**config.mk**
```make
export PLATFORM = sky130hd
export DESIGN_NAME = asfr_flags
export DESIGN_NICKNAME = d
export VERILOG_FILES = /design/src/asfr_pkg.sv /design/src/asfr_flags.sv
export SDC_FILE = /design/constraint.sdc
export NUM_CORES = 1
export LEC_CHECK = 0
export ABC_CLOCK_PERIOD_IN_PS = 7950
export BUFFER_PORTS_ARGS = -buffer_cell sky130_fd_sc_hd__buf_2
export CORE_ASPECT_RATIO = 1.4
export CORE_MARGIN = 1
export CORE_UTILIZATION = 55
export CTS_CLUSTER_SIZE = 28
export DETAILED_ROUTE_END_ITERATION = 8
export PLACE_DENSITY = 0.84
export SLEW_MARGIN = 5
export SYNTH_ARGS = -nofsm -noshare
export SYNTH_HDL_FRONTEND = slang
export SYNTH_SLANG_ARGS = --single-unit
```
**constraint.sdc**
```tcl
create_clock -name clk -period 7.95 [get_ports clk]
set_input_delay 0.795 -clock clk [delete_from_list [all_inputs] [get_ports clk]]
set_output_delay 0.795 -clock clk [all_outputs]
set_load 0.005 [all_outputs]
```
**src/asfr_pkg.sv**
```systemverilog
// constants and types for the arithmetic status flag register
//
// Summary of operation
// [RULE1] status register is an ordinary read/write operand
// [RULE2] flag-affecting write to status drops result
// [RULE3] clear of status sets zero flag only
// [RULE4] bit ops, swap, moves leave flags alone
// [RULE5] carry and nibble carry mean borrow when subtracting; the code sets them on no borrow (a >= b)
// [RULE6] negative flag follows result most significant bit
// [RULE7] overflow set when signed sign bit flips
// [RULE8] nibble carry from the fourth low bit
// [RULE9] subtract adds two's complement, borrow inverted
package asfr_pkg;
   localparam int unsigned DATA_W   = 8;     // byte width of the core
   localparam int unsigned FLAG_W   = 5;     // implemented flag bits
   localparam int unsigned NIB_W    = 4;     // low nibble width
   localparam int unsigned BIT_CARRY    = 0; // flag positions
   localparam int unsigned BIT_NIBBLE   = 1;
   localparam int unsigned BIT_ZERO     = 2;
   localparam int unsigned BIT_RANGE    = 3;
   localparam int unsigned BIT_NEGATIVE = 4;
   localparam logic [FLAG_W-1:0] FLAGS_RST = 5'h00; // reset value of flags
   localparam logic [DATA_W-1:0] BYTE_ZERO = 8'h00; // all-zero byte

   // operation codes from the execution logic
   typedef enum logic [3:0] {
      ASFR_OP_NONE,       // no operation this cycle
      ASFR_OP_ADD,        // add, all five flags
      ASFR_OP_SUB,        // subtract a minus b, all five flags
      ASFR_OP_LOGIC,      // logic and of a and b, zero and negative only
      ASFR_OP_CLEAR,      // clear_file
      ASFR_OP_BIT_CLEAR,  // bit_clear_file
      ASFR_OP_BIT_SET,    // bit_set_file
      ASFR_OP_SWAP,       // nibble_swap_file
      ASFR_OP_MOVE_FF,    // move_file_to_file
      ASFR_OP_MOVE_WF     // move_working_to_file
   } asfr_op_type;

   // one instruction request from the core
   typedef struct packed {
      logic              valid;      // request present
      asfr_op_type       op;         // what to do
      logic [DATA_W-1:0] opnd_a;     // first operand
      logic [DATA_W-1:0] opnd_b;     // second operand or move data
      logic [2:0]        bit_sel;    // bit index for bit ops
      logic              dest_status; // destination is status register
   } asfr_req_type;

   // result toward the core
   typedef struct packed {
      logic              valid;      // result present
      logic              write;      // result should be stored
      logic [DATA_W-1:0] data;       // computed result
   } asfr_res_type;

   // whole block state
   typedef struct packed {
      logic [FLAG_W-1:0] flags;      // n, ov, z, dc, c
      asfr_res_type      res;        // registered result
   } asfr_state_type;
endpackage : asfr_pkg
```
**src/asfr_flags.sv**
```systemverilog
// arithmetic status flag register with its alu flag logic
`timescale 1ns/1ns
`default_nettype none
module asfr_flags
   import asfr_pkg::*;
(
   input  wire logic              clk,         // core clock, 125 mhz
   input  wire logic              rst,         // synchronous reset, high
   input  wire asfr_req_type      req,         // instruction request
   output var  asfr_res_type      res,         // result toward the core
   output var  logic [DATA_W-1:0] status_rd    // status read view
);

   asfr_state_type s_q;                        // registered state
   asfr_state_type s_d;                        // next state

   ////////////////////////////////////////////////////////////////////////
   // next state
   always_comb begin
      logic [DATA_W:0]   sum;                  // 9-bit sum with carry out
      logic [NIB_W:0]    nsum;                 // nibble sum with carry out
      logic [DATA_W-1:0] bop;                  // effective second operand
      logic [DATA_W-1:0] r;                    // computed result
      logic [FLAG_W-1:0] f;                    // new flags
      logic              arith;                // add or subtract
      logic              logic_op;             // logic class
      sum      = '0;
      nsum     = '0;
      bop      = req.opnd_b;
      r        = BYTE_ZERO;
      f        = s_q.flags;
      arith    = 1'b0;
      logic_op = 1'b0;
      s_d      = s_q;
      s_d.res  = '0;
      // subtract adds the inverted operand plus one
      if (req.op == ASFR_OP_SUB) begin
         bop = ~req.opnd_b;                    // RULE9
      end
      // a status operand is read by the core from status_rd and arrives
      // on opnd_a or opnd_b, so no special path is needed here; the
      // trade is one cycle between a flag change and its use as data
      case (req.op)
         ASFR_OP_ADD, ASFR_OP_SUB: begin
            arith = 1'b1;
            sum   = {1'b0, req.opnd_a} + {1'b0, bop}
                  + {{DATA_W{1'b0}}, (req.op == ASFR_OP_SUB)};
            nsum  = {1'b0, req.opnd_a[NIB_W-1:0]} + {1'b0, bop[NIB_W-1:0]}
                  + {{NIB_W{1'b0}}, (req.op == ASFR_OP_SUB)};
            r     = sum[DATA_W-1:0];
         end
         ASFR_OP_LOGIC: begin
            logic_op = 1'b1;
            r        = req.opnd_a & req.opnd_b;
         end
         ASFR_OP_CLEAR:     r = BYTE_ZERO;
         ASFR_OP_BIT_CLEAR: r = req.opnd_a & ~(8'h01 << req.bit_sel);
         ASFR_OP_BIT_SET:   r = req.opnd_a | (8'h01 << req.bit_sel);
         ASFR_OP_SWAP:      r = {req.opnd_a[NIB_W-1:0],
                                 req.opnd_a[DATA_W-1:NIB_W]};
         ASFR_OP_MOVE_FF, ASFR_OP_MOVE_WF: r = req.opnd_b;
         default:           r = BYTE_ZERO;
      endcase
      // flag update; bit ops, swap and moves change none
      if (arith) begin
         f[BIT_CARRY]    = sum[DATA_W];           // RULE5 RULE9
         f[BIT_NIBBLE]   = nsum[NIB_W];           // RULE8 RULE5
         f[BIT_RANGE]    = (req.opnd_a[DATA_W-1] == bop[DATA_W-1]) &&
                           (r[DATA_W-1] != req.opnd_a[DATA_W-1]); // RULE7
      end
      if (arith || logic_op || req.op == ASFR_OP_CLEAR) begin
         f[BIT_ZERO]     = (r == BYTE_ZERO);
         f[BIT_NEGATIVE] = r[DATA_W-1];           // RULE6
      end
      if (req.op == ASFR_OP_CLEAR) begin
         f = s_q.flags;
         f[BIT_ZERO] = 1'b1;                      // RULE3
      end
      if (req.valid) begin
         s_d.res.valid = 1'b1;
         s_d.res.data  = r;
         s_d.res.write = !req.dest_status;
         if (arith || logic_op || req.op == ASFR_OP_CLEAR) begin
            // result dropped when status is destination
            s_d.flags = f;                        // RULE2 RULE3
         end else if (req.dest_status && req.op != ASFR_OP_NONE) begin
            s_d.flags = r[FLAG_W-1:0];            // RULE1 RULE4
         end
      end
      // flags not written above hold their value through s_d = s_q
   end

   ////////////////////////////////////////////////////////////////////////
   // state register
   always_ff @(posedge clk) begin
      if (rst) begin
         s_q <= '{flags: FLAGS_RST, res: '0};
      end else begin
         s_q <= s_d;
      end
   end

   // outputs come straight from the state register, no logic after it
   assign res       = s_q.res;
   assign status_rd = {3'h0, s_q.flags};          // RULE3
endmodule // asfr_flags
`default_nettype wire

```
==> results of run 1 <==
-- cell usage after synthesis (all sizes together), types with 4 or more instances --
| master | n |
|---|---|
| a22oi | 11 |
| clkbuf | 4 |
| buf | 12 |
| a21oi | 13 |
| nor3b | 5 |
| inv | 11 |
| a31oi | 4 |
| ha | 8 |
| nor3 | 7 |
| o21ai | 8 |
| dfxtp | 15 |
| nand3 | 7 |
| xor2 | 12 |
| nor2 | 19 |
| nand2 | 9 |
-- worst max-delay path: stages --
cell                       delay [ns]
sky130_fd_sc_hd__buf_2           0.22
sky130_fd_sc_hd__nor4b_2         0.90
sky130_fd_sc_hd__xor2_1          0.25
sky130_fd_sc_hd__fa_1            0.51
sky130_fd_sc_hd__nand3_1         0.10
sky130_fd_sc_hd__nand2_1         0.13
sky130_fd_sc_hd__xor2_1          0.17
sky130_fd_sc_hd__a221oi_1        0.52
sky130_fd_sc_hd__and4_1          0.27
sky130_fd_sc_hd__nand4_1         0.10
sky130_fd_sc_hd__o22ai_1         0.19
-- through the flow --
stage               utilization [%]  std cells  area [um2]
finish                         67.4        272        1800
global route                   67.4        272        1800
CTS                            67.4        272        1800
detailed placement             66.4        268        1770
global placement               66.4        268        1770
floorplan                         -        205        1590
-- where the power goes --
part / switching, mW / leakage [nW] / internal, mW
combinational: 0.0544 / 0.687 / 0.0387
clock: 0.0197 / 0.0150 / 0.0194
sequential: 0.00146 / 0.123 / 0.0792
total: 0.0755 / 0.824 / 0.137
-- state kept, by name, summed over array words and instances, names as in the netlist --
name	count
res	10
status_rd	5
-- layer usage --
metal / vias to the layer above / track usage (%) / wire [um]
met1: 737 / 34.7 / 1640
li1: 824 / - / -
met4: 0 / 16.8 / 167
met3: 16 / 2.75 / 226
met2: 82 / 46.9 / 2000
met5: - / 0 / 0
-- area by class of cell --
type	instances	area [um2]	share of cell area (%)
Timing Repair Buffer	43	220	12.2
Sequential cell	15	300	16.7
Multi-Input combinational cell	163	1170	64.8
Clock buffer	4	26.3	1.46
Inverter	11	41.3	2.29
Tap cell	36	45.0	2.50
-- cell families (layout without fill, tap and decap cells) --
group,after synthesis,in the layout,share of synthesized area (%)
and+or+nand+nor,73,73,26.8
adders and majority gates,9,9,7.58
other,1,3,0.237
buffers and inverters,27,58,8.21
xor gates and xnor gates,14,14,7.74
DFF,15,15,19.0
muxes,2,2,1.34
AOI/OAI and AO/OA,62,62,29.1
-- worst max-delay path by stage --
stage / slack, ns / to / cells past startpoint / from
floorplan: 4.62 / status_rd[2]$_SDFFE_PP0P_ / 11 / req[20]
global placement: 3.91 / status_rd[2]$_SDFFE_PP0P_ / 11 / req[20]
detailed placement: 3.77 / status_rd[2]$_SDFFE_PP0P_ / 11 / req[20]
CTS: 4.05 / status_rd[2]$_SDFFE_PP0P_ / 11 / req[20]
global route: 3.81 / status_rd[2]$_SDFFE_PP0P_ / 11 / req[21]
finish: 3.99 / status_rd[2]$_SDFFE_PP0P_ / 11 / req[21]
==> results.md, run 1 <==
* Vias post-DR at 1659
* RR Endpoint: status_rd[2]$_SDFFE_PP0P_
* HPWL after detailed placement at 3260 um
* Slew of the pin with the lowest slew margin at 1.07 ns
* Number of global-route vias before repair at 1500
* DRC viols at 0
* Initial antenna violation count at 0
* Total CTS buffers at 3
* Clock insertion delay at the later pin of the skew report at 0.27 ns
* Worst Setup Path Type: in2reg
* Setup repair bufs after CTS at 0
* Sum of negative setup slack at 0 ns
* Max Cap Viol at 0
* Number of fill cells in the layout at 252
* Critical Path RT at 8.15 ns
* Vias per cell at 6.10
* Pin count of the biggest net entering global routing at 17
* Total global-route track usage at 28.8%
* Power Density at 118 mW/mm2
* Kind of capture point of the worst setup path: register
* Count of standard-cell rows at 22
* N_diodes at 0
* Dominant cells by area after synthesis: sky130_fd_sc_hd__dfxtp_1, sky130_fd_sc_hd__xor2_1, sky130_fd_sc_hd__ha_1, sky130_fd_sc_hd__a22oi_1, sky130_fd_sc_hd__nor2_1
* Endpoint arrival time on the critical path at 4.16 ns
* WL per Instance at 14.8 um
* Final Setup Violations at 0
* Class of the worst hold path: reg2reg
* Yosys warnings at 0
* Grt total ovfl at 0
* Iteration count of the initial detailed-routing pass at 4
* Cells after Synth at 203
* Endpoint, Worst Hold: status_rd[4]$_SDFFE_PP0P_
* Final max-slew violation count at 0
* Number of synthesized flops with an enable pin at 0
* Die Area at 0.00310 mm2
* Post-synthesis area per instance at 7.80 um2
* Cells on worst reg2reg path at 6
* Global placement routability congestion at 0.921
* Element type at the critical path start: primary input
* Post-CTS Resized at 0
* Share of the cycle needed by the critical path after routing at 49.8%
* Yosys top cell area share at 19.0%
* Clock tree from TritonCTS: done
* Cell taking the most area after synthesis: sky130_fd_sc_hd__dfxtp_1
* Min-Delay Path Depth at 2
* Hold_buf cts at 0
* Global-route wire length before repair at 6670 um
* Hold slack final at 0.462 ns
* Total chip power at 0.213 mW
* CTS HTree Levels at 1
* Final ANT Viol Nets at 0
* Least setup slack across all paths after layout at 3.99 ns
* Worst hold path startpoint: status_rd[4]$_SDFFE_PP0P_
* Largest clock skew in the final design at 0 ns
* Sequential-to-total area share from yosys stat at 19.0%
* Result of the run: finished, final reports clean
* Peak supply drop at 0.0660 mV
* Post-synthesis to final-layout area growth at 13.7%
* DRC marker count from the first detailed-route iteration at 37
* Worst-path maximum fanout at 15
* Area of the mapped netlist at 0.00158 mm2
* Bufs on Longest Clock Path at 2
* Post-layout net count at 273
* Clock-pin slew on the worst setup and hold paths at 0.07 ns
* Clock tree sinks at 15
* DRT Wirelength at 4030 um
* Boundary Pins at 45
* Worst slew margin relative to its limit at 28.5%
* Leading register cell type out of synthesis: sky130_fd_sc_hd__dfxtp_1
* Floorplan Core Area at 0.00267 mm2
* Worst reg2reg path startpoint: status_rd[2]$_SDFFE_PP0P_
* Worst setup timing slack at the placement stage at 3.77 ns
* Number of hold violations in the final report at 0
* Fmax at 0.252 GHz
* Flops & latches, synth at 15
* Most common cell after layout, fill and taps aside: sky130_fd_sc_hd__buf_2
* Minimum clock period at 3.96 ns
* Die boundary height at 65.5 um
* Leakage Power at 0.824 nW
* Worst R2R Setup Slack at 6.70 ns
* Clock root buffer: sky130_fd_sc_hd__clkbuf_4
* Most used cells in the layout excluding fill and tap cells: sky130_fd_sc_hd__buf_2, sky130_fd_sc_hd__nor2_1, sky130_fd_sc_hd__dfxtp_1
* RSZ-0062 raised after global routing: false
* Number of port buffers at 41
* Synth async-reset ratio at 0%
* Count of unique library cells instantiated by Yosys at 60
* Horizontal die dimension at 47.4 um
* Share of cells above drive strength 1 at 22.9%
* Initial Util at 59.3%
Power figures use the tool's default switching activity.
==> run 2, diff against run 1 <==
--- a/config.mk
+++ b/config.mk
@@ -5,14 +5,15 @@
 export SDC_FILE = /design/constraint.sdc
 export NUM_CORES = 1
 export LEC_CHECK = 0
-export ABC_CLOCK_PERIOD_IN_PS = 7950
+export ABC_AREA = 1
+export ABC_CLOCK_PERIOD_IN_PS = 3500
 export BUFFER_PORTS_ARGS = -buffer_cell sky130_fd_sc_hd__buf_2
 export CORE_ASPECT_RATIO = 1.4
 export CORE_MARGIN = 1
-export CORE_UTILIZATION = 55
+export CORE_UTILIZATION = 48
 export CTS_CLUSTER_SIZE = 28
 export DETAILED_ROUTE_END_ITERATION = 8
-export PLACE_DENSITY = 0.84
+export PLACE_DENSITY = 0.77
 export SLEW_MARGIN = 5
 export SYNTH_ARGS = -nofsm -noshare
 export SYNTH_HDL_FRONTEND = slang
==> constraint.sdc (replaced) <==
create_clock -name clk -period 3.5 [get_ports clk]
set_input_delay 0.35 -clock clk [delete_from_list [all_inputs] [get_ports clk]]
set_output_delay 0.35 -clock clk [all_outputs]
set_load 0.005 [all_outputs]
==> run 2 against run 1 <==
Effect of this change:
- setup slack worse by 3.0 ns
- sequential cell count stayed put
- sequential share of layout area is 0.89 points lower
- largest power group unchanged
- combinational power is 110% higher
- total power is 150% higher
- critical path type unchanged
- utilization is 7.7 points lower
==> results.md, run 2 <==
* Result of the run: finished, final reports clean
* Final ANT Viol Nets at 0
* N_diodes at 0
* Share of the cycle needed by the critical path after routing at 72.7%
* Most common cell after layout, fill and taps aside: sky130_fd_sc_hd__nand2_1
* Clock insertion delay at the later pin of the skew report at 0.25 ns
* Floorplan Core Area at 0.00318 mm2
* Clock root buffer: sky130_fd_sc_hd__clkbuf_8
* Leakage Power at 1.07 nW
* Critical Path RT at 3.69 ns
* Global-route wire length before repair at 7780 um
* DRC viols at 0
* CTS HTree Levels at 1
* Boundary Pins at 45
* Largest clock skew in the final design at 0 ns
* Max reg flops at 10
* Pin count of the biggest net entering global routing at 13
* Total global-route track usage at 27.8%
* Setup repair bufs after CTS at 0
* Yosys warnings at 0
* Number of hold violations in the final report at 0
* Number of synthesized flops with an enable pin at 0
* Minimum clock period at 2.55 ns
* Peak supply drop at 0.197 mV
* Iteration count of the initial detailed-routing pass at 4
* Post-CTS Resized at 0
* Slowest cell on crit path: sky130_fd_sc_hd__fa_1
* Clock-pin slew on the worst setup and hold paths at 0.06 ns
* Hold_buf cts at 0
* Worst R2R Setup Slack at 2.85 ns
* DRC marker count from the first detailed-route iteration at 109
* Share of cells above drive strength 1 at 18.8%
* Fmax at 0.393 GHz
* Number of port buffers at 41
* Area of the mapped netlist at 0.00163 mm2
* Number of global-route vias before repair at 1778
* Post-layout net count at 356
* Yosys top cell area share at 18.4%
* Worst setup timing slack at the placement stage at 0.695 ns
* Number of fill cells in the layout at 347
* RSZ-0062 raised after global routing: false
* Final max-slew violation count at 0
* Count of unique library cells instantiated by Yosys at 32
* Bufs on Longest Clock Path at 2
* Clock tree sinks at 15
* Worst Setup Path Type: in2reg
* Grt total ovfl at 0
* Max Cap Viol at 0
* Largest stage delay on the critical path at 0.47 ns
* Dominant cells by area after synthesis: sky130_fd_sc_hd__dfxtp_1, sky130_fd_sc_hd__nand2_1, sky130_fd_sc_hd__nand3_1, sky130_fd_sc_hd__inv_1, sky130_fd_sc_hd__nor2_1
* Cells after Synth at 276
* Class of the worst hold path: in2reg
* Power Density at 275 mW/mm2
* Final Setup Violations at 0
* Leading register cell type out of synthesis: sky130_fd_sc_hd__dfxtp_1
* Most used cells in the layout excluding fill and tap cells: sky130_fd_sc_hd__nand2_1, sky130_fd_sc_hd__inv_1, sky130_fd_sc_hd__buf_2
* Flops & latches, synth at 15
* Die boundary height at 70.9 um
* Endpoint arrival time on the critical path at 2.74 ns
* Sequential-to-total area share from yosys stat at 18.4%
* Cell with the most instances after synthesis: sky130_fd_sc_hd__nand2_1
* Worst-path maximum fanout at 7
* Post-synthesis to final-layout area growth at 16.8%
* Kind of capture point of the worst setup path: register
* Clock tree from TritonCTS: done
* DRT Wirelength at 4580 um
* Die Area at 0.00363 mm2
* Initial Util at 51.1%
* Horizontal die dimension at 51.2 um
* Post-synthesis area per instance at 5.90 um2
* HPWL after detailed placement at 3830 um
* Total CTS buffers at 3
* CP most frequent cell: sky130_fd_sc_hd__nand3_1
* Cell taking the most area after synthesis: sky130_fd_sc_hd__dfxtp_1
* Final Non-Filler Cells at 358
* Vias post-DR at 1889
* Count of standard-cell rows at 24
* Least setup slack across all paths after layout at 0.954 ns
* Global placement routability congestion at 1.00
* Cells along the critical path: buf_2 -> inv_2 -> nor2_1 -> nand2_1 -> xor2_1 -> fa_1 -> or2_2 -> nand3_1 -> nand3_1 -> nor2_1 -> nand3_1 -> nor3_2 -> nand3_1 -> a21oi_1
* WL per Instance at 12.8 um
* Sum of negative setup slack at 0 ns
* Cell total after placement at 354
* Initial antenna violation count at 0
* Top cells by instance count after synthesis: sky130_fd_sc_hd__nand2_1, sky130_fd_sc_hd__inv_1, sky130_fd_sc_hd__nand3_1, sky130_fd_sc_hd__nor2_1, sky130_fd_sc_hd__a21oi_1
* Element type at the critical path start: primary input
* Synth async-reset ratio at 0%
* Vias per cell at 5.28
## run 2: cell families (layout without fill, tap and decap cells)
group | after synthesis | count (layout) | synth area share [%]
and+or+nand+nor | 150 | 150 | 41.3
buffers and inverters | 49 | 90 | 12.5
AOI/OAI and AO/OA | 44 | 44 | 15.9
DFF | 15 | 15 | 18.4
adders and majority gates | 9 | 9 | 7.38
xor gates and xnor gates | 8 | 8 | 4.30
other | 1 | 3 | 0.230
## run 2: cell type report
cell class	instances	area [um2]	share of cell area, %
clock buffers	3	41.3	2.17
inverters	45	169	8.88
well taps	39	48.8	2.57
repair buffers	41	205	10.8
clock inverters	1	5.00	0.263
flip-flops and latches	15	300	15.8
multi-input cells	214	1130	59.5
## run 2: path summary, 6_finish.rpt
kind,end,start,cells after the start
worst min-delay path,res[8]$_SDFF_PP0_,req[0],2
worst min register to register,status_rd[0]$_SDFFE_PP0P_,status_rd[0]$_SDFFE_PP0P_,2
worst max register to register,status_rd[2]$_SDFFE_PP0P_,status_rd[2]$_SDFFE_PP0P_,2
worst max-delay path,status_rd[2]$_SDFFE_PP0P_,req[21],14
## run 2: power breakdown
| group | internal (mW) | leakage (nW) | total, mW | switching (mW) |
|---|---|---|---|---|
| registers | 0.181 | 0.123 | 0.183 | 0.00296 |
| logic | 0.0736 | 0.923 | 0.199 | 0.126 |
| clock network | 0.0789 | 0.0255 | 0.139 | 0.0605 |
## run 2: worst max-delay path, delay by kind of cell
kind	cells	cell delay [ns]
and+or+nand+nor	9	1.35
buffers and inverters	2	0.18
adders and majority gates	1	0.47
AOI/OAI and AO/OA	1	0.12
xor gates and xnor gates	1	0.26
## run 2: routing by layer
metal / track usage [%] / wire length, um / vias up
li1: - / - / 974
met1: 33.4 / 1870 / 825
met2: 49.7 / 2280 / 76
met3: 1.72 / 279 / 14
met4: 11.7 / 144 / 0
met5: 0 / 0 / -
## run 2: metrics by stage
step | hold WS, ns | area [um2] | utilization (%) | total power [mW]
final | 0.270 | 1900 | 59.7 | 0.522
after detailed placement | 0.490 | 1860 | 58.3 | 0.384
after floorplan | 0.422 | 1640 | - | 0.321
after global placement | 0.474 | 1860 | 58.3 | 0.382
after global routing | 0.282 | 1900 | 59.7 | 0.560
after CTS | 0.270 | 1900 | 59.7 | 0.522
